**src/rwb_pkg.sv**
```systemverilog
// Constants shared by the register write / burst wrap engine and its bench.
// Assumes a single 50 MHz system clock that oversamples the serial link.
package rwb_pkg;

	// Instruction codes
	localparam logic [7:0] OP_WR_EN       = 8'h06;
	localparam logic [7:0] OP_CLR_STAT    = 8'h30;
	localparam logic [7:0] OP_WR_ANY      = 8'h71;
	localparam logic [7:0] OP_RD_ANY      = 8'h65;
	localparam logic [7:0] OP_SET_BURST   = 8'hc0;
	localparam logic [7:0] OP_QUAD_OUT    = 8'h6b;
	localparam logic [7:0] OP_QUAD_IO     = 8'heb;
	localparam logic [7:0] OP_QUAD_IO_DDR = 8'hed;

	// Register map
	localparam int          NREG      = 6;
	localparam logic [31:0] NV_BASE   = 32'h0000_0000;
	localparam logic [31:0] V_BASE    = 32'h0080_0000;
	localparam logic [31:0] LOCK_ADDR = 32'h0080_0040;

	// Field positions
	localparam int BIT_IN_PROG   = 0;
	localparam int BIT_WR_LATCH  = 1;
	localparam int BIT_ERASE_ERR = 5;
	localparam int BIT_PROG_ERR  = 6;
	localparam int BIT_QUAD      = 6;
	localparam int BIT_ADDR_LEN  = 7;
	localparam int BIT_WRAP_OFF  = 4;
	localparam logic [7:0] BURST_MASK = 8'h13;

	// Per register defaults and bit kinds, index 5 first
	localparam logic [5:0][7:0] NV_RST   = {8'h10, 8'h00, 8'h08, 8'h00, 8'h00, 8'h00};
	localparam logic [5:0][7:0] RO_MASK  = {8'h00, 8'h00, 8'h00, 8'h00, 8'hff, 8'h63};
	localparam logic [5:0][7:0] OTP_MASK = {8'h00, 8'h00, 8'h00, 8'h3c, 8'h00, 8'h00};
	localparam logic [5:0][7:0] VR_RST   = NV_RST & ~RO_MASK;

	// Wrap group masks for size codes 3..0
	localparam logic [3:0][7:0] WRAP_MASK = {8'h3f, 8'h1f, 8'h0f, 8'h07};

	// Non-volatile register write time
	localparam int CLK_MHZ = 50;
	localparam int TW_US   = 500;
	localparam int TW_CYC  = TW_US * CLK_MHZ;

	// Frame decoder states
	typedef enum logic [2:0] {
		ST_IDLE   = 3'b000,
		ST_CMD    = 3'b001,
		ST_ADDR   = 3'b010,
		ST_DUMMY  = 3'b011,
		ST_RDATA  = 3'b100,
		ST_WDATA  = 3'b101,
		ST_WAITCS = 3'b110,
		ST_IGN    = 3'b111
	} rwb_spi_e;

	// Non-volatile update engine states
	typedef enum logic [1:0] {
		ENG_IDLE  = 2'b00,
		ENG_ERASE = 2'b01,
		ENG_PROG  = 2'b10,
		ENG_FAIL  = 2'b11
	} rwb_eng_e;

endpackage

```
**src/rwb_stream_if.sv**
```systemverilog
// Valid/ready word stream between the engine and its buffer.
// Assumes both ends run on the same clock.
`timescale 1ns/1ps
interface rwb_stream_if #(parameter int W = 32);
	logic         valid;
	logic         ready;
	logic [W-1:0] data;
	modport src (output valid, output data, input ready);
	modport snk (input valid, input data, output ready);
endinterface

```
**src/rwb_core.sv**
```systemverilog
// Register write, burst length set and register read engine of a serial flash.
// Assumes the 50 MHz clock oversamples cs_n, sck and io_in, all raw pins.
// Summary of operation
// Write-any-register: opcode 71h, 3 or 4 address bytes, one data byte.
// Address top bit is 23 or 31 according to the address length bit.
// Quad command mode moves instruction, address and read data on four lines.
// Register write is ignored unless the write enable latch is set.
// In-progress flag, status bit 0, stays high during a register update.
// Update failures show as program and erase error bits 6 and 5.
// Read-only bits ignore written data and raise no error.
// One-time bits only move away from default; returns ignored silently.
// Non-volatile change runs erase then program; failure keeps busy high.
// Volatile bits update at chip select rise, with no erase or program.
// Clear-status command clears error flags and returns to standby.
// Protection lock register is never written by the generic write.
// Register write frame ends like a one-byte page program: exact length.
// Burst length command changes only bits 4, 1 and 0 of config four.
// Wrapping applies only to quad I/O, DDR quad I/O and quad output reads.
// Wrap-disable set: reads run linearly until chip select rises.
// Wrap-disable clear: reads stay inside a size-aligned group.
// Wrap size codes 0 to 3 select 8, 16, 32 or 64 byte groups.
// Wrapped read starts at addressed byte, wraps to group start, repeats.
// Resets load burst settings from the non-volatile copy of config four.
// Register read repeats the same register for as long as clocked.
// Non-volatile registers sit from 00000000, volatile from 00800000.
// Burst length frame is opcode plus one byte, applied at chip select rise.
`timescale 1ns/1ps
module rwb_core #(
	parameter int TW_CYCLES = rwb_pkg::TW_CYC
) (
	// System
	input  wire logic        clock,
	input  wire logic        srst,
	// Serial link pins
	input  wire logic        cs_n,
	input  wire logic        sck,
	input  wire logic [3:0]  io_in,
	output logic      [3:0]  io_out,
	output logic      [3:0]  io_oe_n,
	// Non-volatile cell results and device resets
	input  wire logic        nv_erase_fault,
	input  wire logic        nv_program_fault,
	input  wire logic        dev_reload,
	// Array read address sequencing
	input  wire logic        rd_start,
	input  wire logic [7:0]  rd_opcode,
	input  wire logic [31:0] rd_addr,
	input  wire logic        rd_frame,
	output logic      [31:0] burst_addr,
	output logic             burst_valid,
	input  wire logic        burst_ready,
	// Status
	output logic      [7:0]  volatile_status_one,
	output logic      [7:0]  volatile_config_two,
	output logic      [7:0]  volatile_config_four,
	output logic      [7:0]  nonvolatile_config_four
);
	localparam int HALF = TW_CYCLES / 2;
	localparam int REST = TW_CYCLES - HALF;

	typedef struct packed {
		logic              cs_s1;
		logic              cs_s2;
		logic              cs_s3;
		logic              sck_s1;
		logic              sck_s2;
		logic              sck_s3;
		logic [3:0]        io_s1;
		logic [3:0]        io_s2;
		rwb_pkg::rwb_spi_e st;
		logic [7:0]        op;
		logic [31:0]       sh;
		logic [5:0]        cnt;
		logic [31:0]       addr;
		logic [7:0]        wdat;
		logic [7:0]        osh;
		logic [2:0]        ocnt;
		logic [3:0]        dout;
		logic [3:0]        oe_n;
		logic [5:0][7:0]   nv;
		logic [5:0][7:0]   vr;
		logic [7:0]        protection_lock_register;
		logic              write_enable_latch;
		logic              write_in_progress_flag;
		logic              eerr;
		logic              perr;
		rwb_pkg::rwb_eng_e eng;
		logic [31:0]       tcnt;
		logic [2:0]        pidx;
		logic [7:0]        pval;
		logic              seq_on;
		logic              seq_wrap;
		logic [31:0]       seq_addr;
		logic [7:0]        seq_mask;
	} rwb_core_s;

	rwb_core_s   r;
	rwb_core_s   n;
	logic        cs_rise;
	logic        sck_rise;
	logic        sck_fall;
	logic        quad;
	logic        alen32;
	logic [5:0]  nbits;
	logic [31:0] sh_in;
	logic [3:0]  lat;
	logic [7:0]  sr1;
	logic        a_nv;
	logic        a_vol;
	logic [2:0]  a_idx;
	logic [7:0]  rdval;
	logic [7:0]  old;
	logic [7:0]  merged;
	logic [7:0]  byte_v;
	logic        push_ok;
	logic        wel_set;

	rwb_stream_if #(.W(32)) seq_s ();

	// Keeps read-only bits, lets one-time bits leave their default only
	function automatic logic [7:0] f_merge(input logic [7:0] o, input logic [7:0] d,
		input logic [7:0] ro, input logic [7:0] otp, input logic [7:0] dflt);
		logic [7:0] moved;
		moved = o ^ dflt;
		f_merge = (o & ro) | (((moved & o) | (~moved & d)) & otp & ~ro) | (d & ~otp & ~ro);
	endfunction

	////////////////////////////////////////////////////////////////////////////
	// Edges on the synchronised pins; a sampled edge is two clocks late
	assign cs_rise  = r.cs_s2 & ~r.cs_s3;
	assign sck_rise = r.sck_s2 & ~r.sck_s3 & ~r.cs_s2;
	assign sck_fall = ~r.sck_s2 & r.sck_s3 & ~r.cs_s2;
	assign quad     = r.vr[3][rwb_pkg::BIT_QUAD];
	assign alen32   = r.vr[3][rwb_pkg::BIT_ADDR_LEN];
	assign nbits    = r.cnt + (quad ? 6'd4 : 6'd1);
	assign sh_in    = quad ? {r.sh[27:0], r.io_s2} : {r.sh[30:0], r.io_s2[0]};
	assign lat      = r.vr[3][3:0];
	assign sr1      = {r.vr[0][7], r.perr, r.eerr, r.vr[0][4:2], r.write_enable_latch, r.write_in_progress_flag};
	assign push_ok  = seq_s.valid & seq_s.ready;
	// Enable decoded this cycle; it wins over a finishing update that clears it
	assign wel_set  = cs_rise && r.st == rwb_pkg::ST_WAITCS && r.op == rwb_pkg::OP_WR_EN;

	// Register map decode
	assign a_nv   = r.addr < (rwb_pkg::NV_BASE + 32'(rwb_pkg::NREG));
	assign a_vol  = r.addr >= rwb_pkg::V_BASE && r.addr < rwb_pkg::V_BASE + 32'(rwb_pkg::NREG);
	assign a_idx  = r.addr[2:0];
	assign old    = a_nv ? r.nv[a_idx] : r.vr[a_idx];
	assign merged = f_merge(old, r.wdat, rwb_pkg::RO_MASK[a_idx],
		a_nv ? rwb_pkg::OTP_MASK[a_idx] : 8'h00, rwb_pkg::NV_RST[a_idx]);

	// Read mux; undefined locations read as zero
	always_comb begin
		rdval = 8'h00;
		if (a_nv) begin
			rdval = r.nv[a_idx];
		end else if (a_vol) begin
			rdval = (a_idx == 3'd0) ? sr1 : r.vr[a_idx];
		end else if (r.addr == rwb_pkg::LOCK_ADDR) begin
			rdval = r.protection_lock_register;
		end
	end

	////////////////////////////////////////////////////////////////////////////
	// Next state
	always_comb begin
		n = r;
		byte_v = (r.ocnt == 3'd0) ? rdval : r.osh;
		n.cs_s1  = cs_n;
		n.cs_s2  = r.cs_s1;
		n.cs_s3  = r.cs_s2;
		n.sck_s1 = sck;
		n.sck_s2 = r.sck_s1;
		n.sck_s3 = r.sck_s2;
		n.io_s1  = io_in;
		n.io_s2  = r.io_s1;

		// Frame start and end
		if (r.cs_s2) begin
			n.st   = rwb_pkg::ST_IDLE;
			n.cnt  = 6'd0;
			n.ocnt = 3'd0;
			n.oe_n = 4'hf;
		end else if (r.st == rwb_pkg::ST_IDLE) begin
			n.st  = rwb_pkg::ST_CMD;
			n.cnt = 6'd0;
		end

		// Shift in on serial clock rising edges
		if (sck_rise && r.st != rwb_pkg::ST_IDLE) begin
			n.sh  = sh_in;
			n.cnt = nbits;
			case (r.st)
				rwb_pkg::ST_CMD: begin
					if (nbits == 6'd8) begin
						n.op  = sh_in[7:0];
						n.cnt = 6'd0;
						case (sh_in[7:0])
							rwb_pkg::OP_WR_EN, rwb_pkg::OP_CLR_STAT: begin
								n.st = rwb_pkg::ST_WAITCS;
							end
							rwb_pkg::OP_WR_ANY: begin
								n.st = (r.write_enable_latch && r.eng == rwb_pkg::ENG_IDLE) ?
									rwb_pkg::ST_ADDR : rwb_pkg::ST_IGN;
							end
							rwb_pkg::OP_RD_ANY: begin
								n.st = rwb_pkg::ST_ADDR;
							end
							rwb_pkg::OP_SET_BURST: begin
								n.st = rwb_pkg::ST_WDATA;
							end
							default: begin
								n.st = rwb_pkg::ST_IGN;
							end
						endcase
					end
				end
				rwb_pkg::ST_ADDR: begin
					if (nbits == (alen32 ? 6'd32 : 6'd24)) begin
						n.addr = alen32 ? sh_in : {8'h00, sh_in[23:0]};
						n.cnt  = 6'd0;
						if (r.op == rwb_pkg::OP_WR_ANY) begin
							n.st = rwb_pkg::ST_WDATA;
						end else begin
							n.st = (lat == 4'h0) ? rwb_pkg::ST_RDATA : rwb_pkg::ST_DUMMY;
						end
					end
				end
				rwb_pkg::ST_DUMMY: begin
					n.cnt = r.cnt + 6'd1;
					if (r.cnt + 6'd1 == {2'b00, lat}) begin
						n.st = rwb_pkg::ST_RDATA;
					end
				end
				rwb_pkg::ST_WDATA: begin
					if (nbits == 6'd8) begin
						n.wdat = sh_in[7:0];
						n.st   = rwb_pkg::ST_WAITCS;
					end
				end
				rwb_pkg::ST_WAITCS: begin
					n.st = rwb_pkg::ST_IGN;
				end
				default: begin
				end
			endcase
		end

		// Drive read data on falling edges, same register every byte
		if (sck_fall && r.st == rwb_pkg::ST_RDATA) begin
			if (quad) begin
				n.dout = byte_v[7:4];
				n.osh  = {byte_v[3:0], 4'h0};
				n.ocnt = r.ocnt + 3'd4;
				n.oe_n = 4'h0;
			end else begin
				n.dout = {2'b00, byte_v[7], 1'b0};
				n.osh  = {byte_v[6:0], 1'b0};
				n.ocnt = r.ocnt + 3'd1;
				n.oe_n = 4'b1101;
			end
		end

		// Commands take effect only when chip select rises on a whole frame
		if (cs_rise && r.st == rwb_pkg::ST_WAITCS) begin
			case (r.op)
				rwb_pkg::OP_WR_EN: begin
					n.write_enable_latch = 1'b1;
				end
				rwb_pkg::OP_CLR_STAT: begin
					if (r.eng == rwb_pkg::ENG_IDLE || r.eng == rwb_pkg::ENG_FAIL) begin
						n.eerr = 1'b0;
						n.perr = 1'b0;
						n.write_in_progress_flag  = 1'b0;
						n.write_enable_latch  = 1'b0;
						n.eng  = rwb_pkg::ENG_IDLE;
					end
				end
				rwb_pkg::OP_SET_BURST: begin
					n.vr[5] = (r.vr[5] & ~rwb_pkg::BURST_MASK) |
						(r.wdat & rwb_pkg::BURST_MASK);
				end
				rwb_pkg::OP_WR_ANY: begin
					n.write_enable_latch = 1'b0;
					// Lock register address matches neither region: refused
					if (a_vol) begin
						n.vr[a_idx] = merged;
					end else if (a_nv && merged != old) begin
						n.write_enable_latch  = 1'b1;
						n.write_in_progress_flag  = 1'b1;
						n.eng  = rwb_pkg::ENG_ERASE;
						n.tcnt = 32'd0;
						n.pidx = a_idx;
						n.pval = merged;
					end
				end
				default: begin
				end
			endcase
		end

		// Erase half then program half of the non-volatile write time
		case (r.eng)
			rwb_pkg::ENG_ERASE: begin
				n.tcnt = r.tcnt + 32'd1;
				if (r.tcnt == 32'(HALF - 1)) begin
					n.tcnt = 32'd0;
					if (nv_erase_fault) begin
						n.eerr = 1'b1;
						n.eng  = rwb_pkg::ENG_FAIL;
					end else begin
						n.eng = rwb_pkg::ENG_PROG;
					end
				end
			end
			rwb_pkg::ENG_PROG: begin
				n.tcnt = r.tcnt + 32'd1;
				if (r.tcnt == 32'(REST - 1)) begin
					if (nv_program_fault) begin
						n.perr = 1'b1;
						n.eng  = rwb_pkg::ENG_FAIL;
					end else begin
						n.nv[r.pidx] = r.pval;
						n.write_in_progress_flag = 1'b0;
						n.write_enable_latch = wel_set;
						n.eng = rwb_pkg::ENG_IDLE;
					end
				end
			end
			default: begin
			end
		endcase

		// Hardware or software reset reloads volatile copies; frame dropped
		if (dev_reload) begin
			n.vr  = r.nv & ~rwb_pkg::RO_MASK;
			n.write_enable_latch = 1'b0;
			n.st  = rwb_pkg::ST_IGN;
		end

		// Array read address sequencer; start wins over frame end
		if (rd_start) begin
			n.seq_on   = 1'b1;
			n.seq_addr = rd_addr;
			n.seq_mask = rwb_pkg::WRAP_MASK[r.vr[5][1:0]];
			n.seq_wrap = ~r.vr[5][rwb_pkg::BIT_WRAP_OFF] &&
				(rd_opcode == rwb_pkg::OP_QUAD_OUT || rd_opcode == rwb_pkg::OP_QUAD_IO ||
				rd_opcode == rwb_pkg::OP_QUAD_IO_DDR);
		end else if (!rd_frame) begin
			n.seq_on = 1'b0;
		end else if (push_ok) begin
			n.seq_addr = r.seq_wrap ?
				((r.seq_addr & ~{24'h0, r.seq_mask}) |
				((r.seq_addr + 32'd1) & {24'h0, r.seq_mask})) :
				r.seq_addr + 32'd1;
		end
	end

	// State register; power-on state loads the non-volatile defaults
	always_ff @(posedge clock) begin
		if (srst) begin
			r       <= '0;
			r.cs_s1 <= 1'b1;
			r.cs_s2 <= 1'b1;
			r.cs_s3 <= 1'b1;
			r.oe_n  <= 4'hf;
			r.nv    <= rwb_pkg::NV_RST;
			r.vr    <= rwb_pkg::VR_RST;
		end else begin
			r <= n;
		end
	end

	////////////////////////////////////////////////////////////////////////////
	// Address stream through the two-entry buffer; receiver stall holds it
	assign seq_s.valid = r.seq_on & rd_frame;
	assign seq_s.data  = r.seq_addr;

	rwb_pair_buf #(.W(32), .DEPTH(2)) u_buf (
		.clock     (clock),
		.srst      (srst),
		.in_s      (seq_s),
		.out_data  (burst_addr),
		.out_valid (burst_valid),
		.out_ready (burst_ready)
	);

	// Outputs
	assign io_out                  = r.dout;
	assign io_oe_n                 = r.oe_n;
	assign volatile_status_one     = sr1;
	assign volatile_config_two     = r.vr[3];
	assign volatile_config_four    = r.vr[5];
	assign nonvolatile_config_four = r.nv[5];
endmodule // rwb_core

```
**src/rwb_pair_buf.sv**
```systemverilog
// Small valid/ready FIFO, two entries by default.
// Assumes synchronous active-high reset on the same clock as both sides.
`timescale 1ns/1ps
module rwb_pair_buf #(
	parameter int W     = 32,
	parameter int DEPTH = 2
) (
	// System
	input  wire logic         clock,
	input  wire logic         srst,
	// Fill side
	rwb_stream_if.snk         in_s,
	// Drain side
	output logic      [W-1:0] out_data,
	output logic              out_valid,
	input  wire logic         out_ready
);
	localparam int AW = (DEPTH > 1) ? $clog2(DEPTH) : 1;

	typedef struct packed {
		logic [DEPTH-1:0][W-1:0] mem;
		logic [AW-1:0]           wp;
		logic [AW-1:0]           rp;
		logic [AW:0]             cnt;
	} rwb_buf_s;

	rwb_buf_s r;
	rwb_buf_s n;
	logic     push;
	logic     pop;

	////////////////////////////////////////////////////////////////////////////
	// Handshakes: full stalls the source, empty hides stale data
	assign in_s.ready = r.cnt < (AW+1)'(DEPTH);
	assign out_valid  = r.cnt != '0;
	assign out_data   = r.mem[r.rp];
	assign push       = in_s.valid & in_s.ready;
	assign pop        = out_valid & out_ready;

	// Next state
	always_comb begin
		n = r;
		if (push) begin
			n.mem[r.wp] = in_s.data;
			n.wp = (r.wp == AW'(DEPTH - 1)) ? '0 : r.wp + AW'(1);
		end
		if (pop) begin
			n.rp = (r.rp == AW'(DEPTH - 1)) ? '0 : r.rp + AW'(1);
		end
		n.cnt = r.cnt + (AW+1)'(push) - (AW+1)'(pop);
	end

	// State register
	always_ff @(posedge clock) begin
		if (srst) begin
			r <= '0;
		end else begin
			r <= n;
		end
	end

endmodule // rwb_pair_buf

```
**config.mk**
```make
export PLATFORM = sky130hd
export DESIGN_NAME = rwb_core
export DESIGN_NICKNAME = d
export VERILOG_FILES = /design/src/rwb_pkg.sv /design/src/rwb_stream_if.sv /design/src/rwb_core.sv /design/src/rwb_pair_buf.sv
export SDC_FILE = /design/constraint.sdc
export NUM_CORES = 1
export LEC_CHECK = 0
export ABC_CLOCK_PERIOD_IN_PS = 6000
export BUFFER_PORTS_ARGS = -buffer_cell sky130_fd_sc_hd__buf_2
export CORE_MARGIN = 1.5
export CORE_UTILIZATION = 40
export CTS_CLUSTER_SIZE = 28
export DETAILED_ROUTE_END_ITERATION = 12
export PLACE_DENSITY = 0.53
export SLEW_MARGIN = 20
export SYNTH_ARGS = -nofsm -noshare
export SYNTH_HDL_FRONTEND = slang
export SYNTH_SLANG_ARGS = --single-unit
```
**constraint.sdc**
```tcl
create_clock -name clock -period 6 [get_ports clock]
set_input_delay 0.9 -clock clock [delete_from_list [all_inputs] [get_ports clock]]
set_output_delay 0.9 -clock clock [all_outputs]
set_load 0.05 [all_outputs]
```
==> flow_metrics.env, run 1 <==
export IMPL_fin_tns_setup_ns=0
export IMPL_synth_main_ff_cell="dfxtp_1"
export IMPL_numClockSinks=374
export IMPL_pre_cts_slack_ns=1.65
export IMPL_dr_pass1_iters=5
export IMPL_antenna_found_initial=2
export IMPL_m1WireLength_um=24600
export IMPL_peakVddDrop_uv=200
export IMPL_clk_latency_ns=0.57
export IMPL_gr_total_overflow=0
export IMPL_core_um2=45600
export IMPL_synth_cells=2226
export IMPL_dp_hpwl_um=35700
export IMPL_crit_top_cell="nor3_1"
export IMPL_maxCapViolations=0
export IMPL_final_cell_area_um2=20800
export IMPL_period_share_pct=68.5
export IMPL_clockBufferDepth=3
export IMPL_viasPerCell=5.52
export IMPL_slowest_stage="dfxtp_2"
export IMPL_drtAntennaViolNets=0
export IMPL_end_kind="flop"
export IMPL_muxShareOfSynthArea_pct=14.4
export IMPL_worstPathArrival_ns=4.60
export IMPL_status="finished clean"
export IMPL_synth_simple_gate_area_share_pct=22.5
export IMPL_synth_avg_cell_area_um2=8.35
export IMPL_tightest_slew_ns=1.07
export IMPL_place_area_um2=19200
export IMPL_syn_to_final_growth_pct=11.7
export IMPL_dr_max_layer_used="met5"
export IMPL_crit_path_max_fanout=38
export IMPL_synth_fp_nets=2295
export IMPL_hold_class="flop to flop"
export IMPL_syn_cell_area_um2=18600
export IMPL_slew_viol_final=0
export IMPL_start_util_pct=40.8
export IMPL_drive_gt1_share_pct=14.1
export IMPL_grt_max_degree=144
export IMPL_num_vias=15759
export IMPL_rsz0062_at_grt="no"
export IMPL_synth_edff_count=0
export IMPL_root_buffer="clkbuf_16"
export IMPL_worstSetupStartpointType="flop"
export IMPL_synth_xor_area_share_pct=1.88
export IMPL_async_reset_ff_share_pct=0
export IMPL_die_x_um=219
export IMPL_synth_adder_area_share_pct=1.01
export IMPL_finalSetupViolCount=0
export IMPL_grt_pass1_wl_um=83700
export IMPL_post_cts_resize_count=0
export IMPL_yosysUniqueCellTypes=74
export IMPL_synth_compound_area_share_pct=14.0
export IMPL_synth_top_family_by_area="simple AND/OR/NAND/NOR gates"
export IMPL_max_slew_margin_pct=28.3
export IMPL_htreeDepth=2
export IMPL_route_met2_wl_um=24600
export IMPL_cts_clk_slew_worst_paths_ns=0.06
export IMPL_final_nets=2289
export IMPL_setup_slack_ns=1.89
export IMPL_leakage_nw=7.46
export IMPL_grt_pass1_vias=14847
export IMPL_fp_row_count=78
export IMPL_final_core_util_pct=45.5
export IMPL_grt_usage_pct=22.1
export IMPL_synth_seq_cells=374
export IMPL_yosysSeqAreaShare_pct=40.3
export IMPL_routed_wl_met3_um=2030
export IMPL_dieArea_um2=47800
export IMPL_crit_required_ns=6.49
export IMPL_drc_errors=0
export IMPL_crit_chain="mux4_2, a2bb2oi_1, nor3_1, a31oi_1, nor3_1, nor4_1, a311o_2, buf_16, nand4b_1, mux2i_1"
export IMPL_fin_skew_ns=0.0218
export IMPL_synth_warnings=0
export IMPL_post_route_min_period_ns=4.11
export IMPL_hold_viol=0
export IMPL_initialDrtViolationCount=966
export IMPL_critical_path_max_stage_delay_ns=0.89
export IMPL_ios=127
export IMPL_wirelength_um=53000
export IMPL_die_height_um=219
export IMPL_hold_buffers=0
export IMPL_post_cts_repair_setup_buffers=0
export IMPL_power_density_nw_per_um2=272
export IMPL_crit_type="flop to flop"
export IMPL_cts_buffers=43
export IMPL_holdWs_ns=0.413
export IMPL_routedWlPerCell_um=18.6
export IMPL_gp_congestion=0.924
export IMPL_max_freq_mhz=243
export IMPL_port_buffers=126
export IMPL_cts_tree="yes"
==> path summary, 6_finish.rpt <==
kind                  from      to  slack [ns]  cells past startpoint
setup / recovery  a_idx[0]   r[70]        1.89                     10
hold / removal      n[315]  n[314]        0.41                      1
hold reg to reg     n[315]  n[314]        0.41                      1
setup reg to reg  a_idx[0]   r[70]        1.89                     10
==> metal layers <==
metal	up-vias	global-route usage [%]
li1	7785	-
met1	7528	29.7
met2	346	36.1
met3	98	2.41
met4	2	8.69
met5	-	0
==> power by group <==
| part | internal (mW) | total, mW | switching [mW] | leakage (nW) |
|---|---|---|---|---|
| Clock | 1.70 | 2.77 | 1.07 | 0.733 |
| Combinational | 0.109 | 0.307 | 0.198 | 3.70 |
| Sequential | 2.52 | 2.56 | 0.0456 | 3.03 |
==> synthesized netlist by cell type (5+ instances only) <==
cell type  number  area, um^2
and2_1          8        50.1
or2_2           8        50.1
o22ai_1         8        50.1
a311oi_1        5        43.8
nor3_1         28         140
nor4_1         17         106
clkbuf_1      125         469
a2bb2oi_1       5        43.8
and3_1         15        93.8
or3_1          13        81.3
a221oi_1        8        70.1
nand3_1        72         360
nand2_1       233         875
o21ai_0        45         225
mux2_2         61         687
buf_1          10        37.5
nor2_1        353        1330
dfxtp_1       374        7490
a21o_1          8        60.1
a211o_1         6        52.6
xnor2_1        27         236
mux2i_1       196        1960
nand2b_1       14        87.6
a22oi_1         7        52.6
a211oi_1       70         526
buf_4          46         345
nand4_1        24         150
inv_1          28         105
xor2_1         13         114
buf_2          19        95.1
nor2b_1        29         181
ha_1           15         188
nor4_2          5        62.6
a21oi_1       205        1030
nand4b_1       38         333
nor3b_1         7        52.6
a2111oi_2       5        75.1
==> critical path, delay by kind of cell, from the launching register on <==
kind	cells	cell delay [ns]
AO/OA/AOI/OAI	3	1.31
flip-flops	1	0.89
AND/OR/NAND/NOR	4	0.78
multiplexers	2	0.77
buffers and inverters	1	0.25
==> per-stage QoR <==
stage | power (mW) | instances
final | 5.64 | 2856
after global routing | 5.83 | 2855
after CTS | 5.71 | 2853
after detailed placement | 2.93 | 2774
after global placement | 2.92 | 2774
after floorplan | 2.84 | 2226
==> area by class of cell <==
class / instances / area [um^2]
Clock buffer: 64 / 1290
Sequential cell: 374 / 7490
Fill cell: 4551 / 24800
Multi-Input combinational cell: 1620 / 10100
Tap cell: 600 / 751
Antenna cell: 2 / 5.00
Clock inverter: 15 / 205
Timing Repair Buffer: 151 / 848
Inverter: 30 / 113
==> cells by family after synthesis <==
| logic type | Yosys count |
|---|---|
| AO/OA/AOI/OAI | 417 |
| XOR/XNOR | 40 |
| adder cells (fa/ha/maj) | 15 |
| buffers and inverters | 232 |
| flip-flops | 374 |
| multiplexers | 259 |
| AND/OR/NAND/NOR | 889 |
==> cell usage in the layout (no fill, tap or decap), types with 9 or more instances in the layout <==
| master | count |
|---|---|
| dfxtp_1 | 372 |
| nand2b_1 | 14 |
| o21ai_0 | 45 |
| nand2_1 | 233 |
| a21oi_1 | 204 |
| nor2_1 | 350 |
| xor2_1 | 13 |
| nand3_1 | 72 |
| buf_2 | 125 |
| clkbuf_16 | 45 |
| xnor2_1 | 27 |
| a211oi_1 | 70 |
| mux2i_1 | 196 |
| inv_1 | 28 |
| nand4_1 | 24 |
| nor3_1 | 28 |
| ha_1 | 15 |
| mux2_2 | 61 |
| clkbuf_8 | 9 |
| and3_1 | 15 |
| or3_1 | 13 |
| nand4b_1 | 38 |
| nor2b_1 | 29 |
| buf_4 | 24 |
| clkbuf_1 | 10 |
| nor4_1 | 17 |
==> registers in the layout, summed over array words and instances, names as in the netlist, 8 cells and up, named ones only <==
| name | cells |
|---|---|
| n | 8 |
| nonvolatile_config_four | 8 |
| r | 220 |
| seq_s.data | 27 |
| u_buf.r | 68 |
| volatile_config_four | 8 |
| volatile_config_two | 8 |
| volatile_status_one | 8 |
Note: power is estimated with default switching activity, not from simulation.
==> inputs of run 2 (changes only) <==
--- a/config.mk
+++ b/config.mk
@@ -5,13 +5,13 @@
 export SDC_FILE = /design/constraint.sdc
 export NUM_CORES = 1
 export LEC_CHECK = 0
-export ABC_CLOCK_PERIOD_IN_PS = 6000
+export ABC_CLOCK_PERIOD_IN_PS = 3400
 export BUFFER_PORTS_ARGS = -buffer_cell sky130_fd_sc_hd__buf_2
 export CORE_MARGIN = 1.5
 export CORE_UTILIZATION = 40
 export CTS_CLUSTER_SIZE = 28
 export DETAILED_ROUTE_END_ITERATION = 12
-export PLACE_DENSITY = 0.53
+export PLACE_DENSITY = 0.55
 export SLEW_MARGIN = 20
 export SYNTH_ARGS = -nofsm -noshare
 export SYNTH_HDL_FRONTEND = slang
==> constraint.sdc (replaced) <==
create_clock -name clock -period 3.4 [get_ports clock]
set_input_delay 0.51 -clock clock [delete_from_list [all_inputs] [get_ports clock]]
set_output_delay 0.51 -clock clock [all_outputs]
set_load 0.05 [all_outputs]
==> flow_metrics.env, run 2 (same netlist as run 1, synthesis figures left out) <==
export IMPL_status="finished clean"
export IMPL_slew_viol_final=0
export IMPL_final_common_cell="dfxtp_1"
export IMPL_multi_input_area_um2=10200
export IMPL_gr_total_overflow=0
export IMPL_swShare_pct=23.9
export IMPL_routedWlPerCell_um=18.1
export IMPL_crit_chain="nor4_4, buf_4, nand4_1, buf_4, or2_4, buf_6, mux2i_2, a22o_1, nor4_2, buf_4, a41o_4, clkbuf_16, buf_4, nand2_1, a21oi_1"
export IMPL_ios=127
export IMPL_cpLargestDelayFamily="buffers and inverters"
export IMPL_drc_errors=0
export IMPL_antenna_cells=0
export IMPL_dp_hpwl_um=36400
export IMPL_initialDrtViolationCount=1174
export IMPL_pwr_share_clk_pct=47.8
export IMPL_final_nets=2384
export IMPL_hold_path_depth=2
export IMPL_die_x_um=219
export IMPL_leakage_nw=7.97
export IMPL_clockBufferDepth=3
export IMPL_peakVddDrop_uv=347
export IMPL_crit_top_cell="buf_4"
export IMPL_viasPerCell=5.45
export IMPL_drive_gt1_share_pct=18.4
export IMPL_clk_latency_ns=0.58
export IMPL_p_int_mw=7.41
export IMPL_instances_no_fill=2949
export IMPL_grt_pass1_vias=15108
export IMPL_cts_buffers=43
export IMPL_final_core_util_pct=47.6
export IMPL_cts_clk_slew_worst_paths_ns=0.06
export IMPL_dieArea_um2=47800
export IMPL_hold_buffers=0
export IMPL_syn_to_final_growth_pct=16.6
export IMPL_wirelength_um=53300
export IMPL_critical_path_max_stage_delay_ns=0.33
export IMPL_worstPathArrival_ns=3.79
export IMPL_antenna_found_initial=0
export IMPL_crit_type="flop to flop"
export IMPL_crit_path_max_fanout=9
export IMPL_regArea_um2=7490
export IMPL_port_buffers=126
export IMPL_rsz0062_at_grt="yes"
export IMPL_fin_total_pwr_mw=9.74
export IMPL_num_vias=16060
export IMPL_start_util_pct=40.8
export IMPL_finalSetupViolCount=0
export IMPL_slowest_stage="dfxtp_2"
export IMPL_die_height_um=219
export IMPL_crit_required_ns=3.89
export IMPL_power_density_nw_per_um2=449
export IMPL_holdWs_ns=0.124
export IMPL_worstSetupStartpointType="flop"
export IMPL_grt_pass1_wl_um=83800
export IMPL_hold_viol=0
export IMPL_numClockSinks=374
export IMPL_core_um2=45600
export IMPL_largest_reg_flops=220
export IMPL_grt_max_degree=177
export IMPL_post_route_min_period_ns=3.30
export IMPL_gp_congestion=0.913
export IMPL_grt_usage_pct=21.9
export IMPL_maxCapViolations=0
export IMPL_top_register="r"
export IMPL_dp_cells=2866
export IMPL_end_kind="flop"
export IMPL_path_buf_inv=6
export IMPL_layout_common_cells="371 x dfxtp_1, 349 x nor2_1, 233 x nand2_1"
export IMPL_netSwitchingPower_mw=2.33
export IMPL_fillers=4334
export IMPL_max_freq_mhz=303
export IMPL_fin_skew_ns=0.0231
export IMPL_htreeDepth=2
export IMPL_cp_depth=15
export IMPL_cts_tree="yes"
export IMPL_period_share_pct=97.1
export IMPL_combPwrFrac_pct=5.9
export IMPL_max_slew_margin_pct=26.4
export IMPL_tightest_slew_ns=1.10
export IMPL_hold_class="input port to flop"
export IMPL_drtAntennaViolNets=0
export IMPL_dr_pass1_iters=5
export IMPL_worstRegToRegCells=15
export IMPL_root_buffer="clkbuf_16"
export IMPL_seqPwrFrac_pct=46.2
export IMPL_fp_row_count=78
[run 2: worst reg2reg max path, delay by kind of cell, from the launching register on]
| kind | cells | cell delay [ns] |
|---|---|---|
| AO/OA/AOI/OAI | 3 | 0.70 |
| flip-flops | 1 | 0.33 |
| multiplexers | 1 | 0.17 |
| buffers and inverters | 6 | 1.03 |
| AND/OR/NAND/NOR | 5 | 1.00 |
[run 2: worst paths after layout]
kind	start	end	slack [ns]
setup / recovery	r[239]	r[49]	0.1
hold / removal	cs_n	n[315]	0.12
setup reg to reg	r[239]	r[49]	0.1
hold reg to reg	n[315]	n[314]	0.41
[run 2: final cells by class]
type | count | area share [%]
clock inverter | 18 | 0.814
sequential | 374 | 34.6
clock buffer | 61 | 5.69
inverter | 30 | 0.520
multi-input combinational | 1620 | 47.1
timing repair buffer | 246 | 7.84
tap | 600 | 3.46
[run 2: timing repair]
| action | in CTS | in global routing |
|---|---|---|
| pin swaps | 3 | 8 |
| setup endpoints to repair | 40 | 79 |
| resized for setup | 6 | 25 |
| setup buffers | 1 | 1 |
| cloned | 0 | 2 |
[run 2: power groups by stage]
stage / Clock (mW) / Sequential (mW) / Combinational, mW
2_1_floorplan: 0 / 4.58 / 0.431
3_3_place_gp: 0 / 4.59 / 0.578
3_5_place_dp: 0 / 4.60 / 0.586
4_1_cts: 4.76 / 4.50 / 0.587
5_1_grt: 4.95 / 4.51 / 0.634
6_report: 4.66 / 4.50 / 0.578
[run 2: per-stage QoR]
stage | cell area (um^2) | setup slack, ns | TNS, ns
floorplan | 18600 | 0.00205 | 0
global placement | 20000 | -0.153 | -0.703
detailed placement | 20000 | -0.248 | -2.42
CTS | 21500 | 0.00187 | 0
global route | 21700 | -0.0207 | -0.0547
finish | 21700 | 0.0996 | 0
[run 2: layer usage]
metal / global-route usage [%] / up-vias / part of all wire (%)
met3: 3.09 / 83 / 4.7
met5: 0 / - / 0
met4: 7.24 / 0 / 2.6
li1: - / 7988 / -
met2: 36.0 / 370 / 47
met1: 29.5 / 7619 / 46
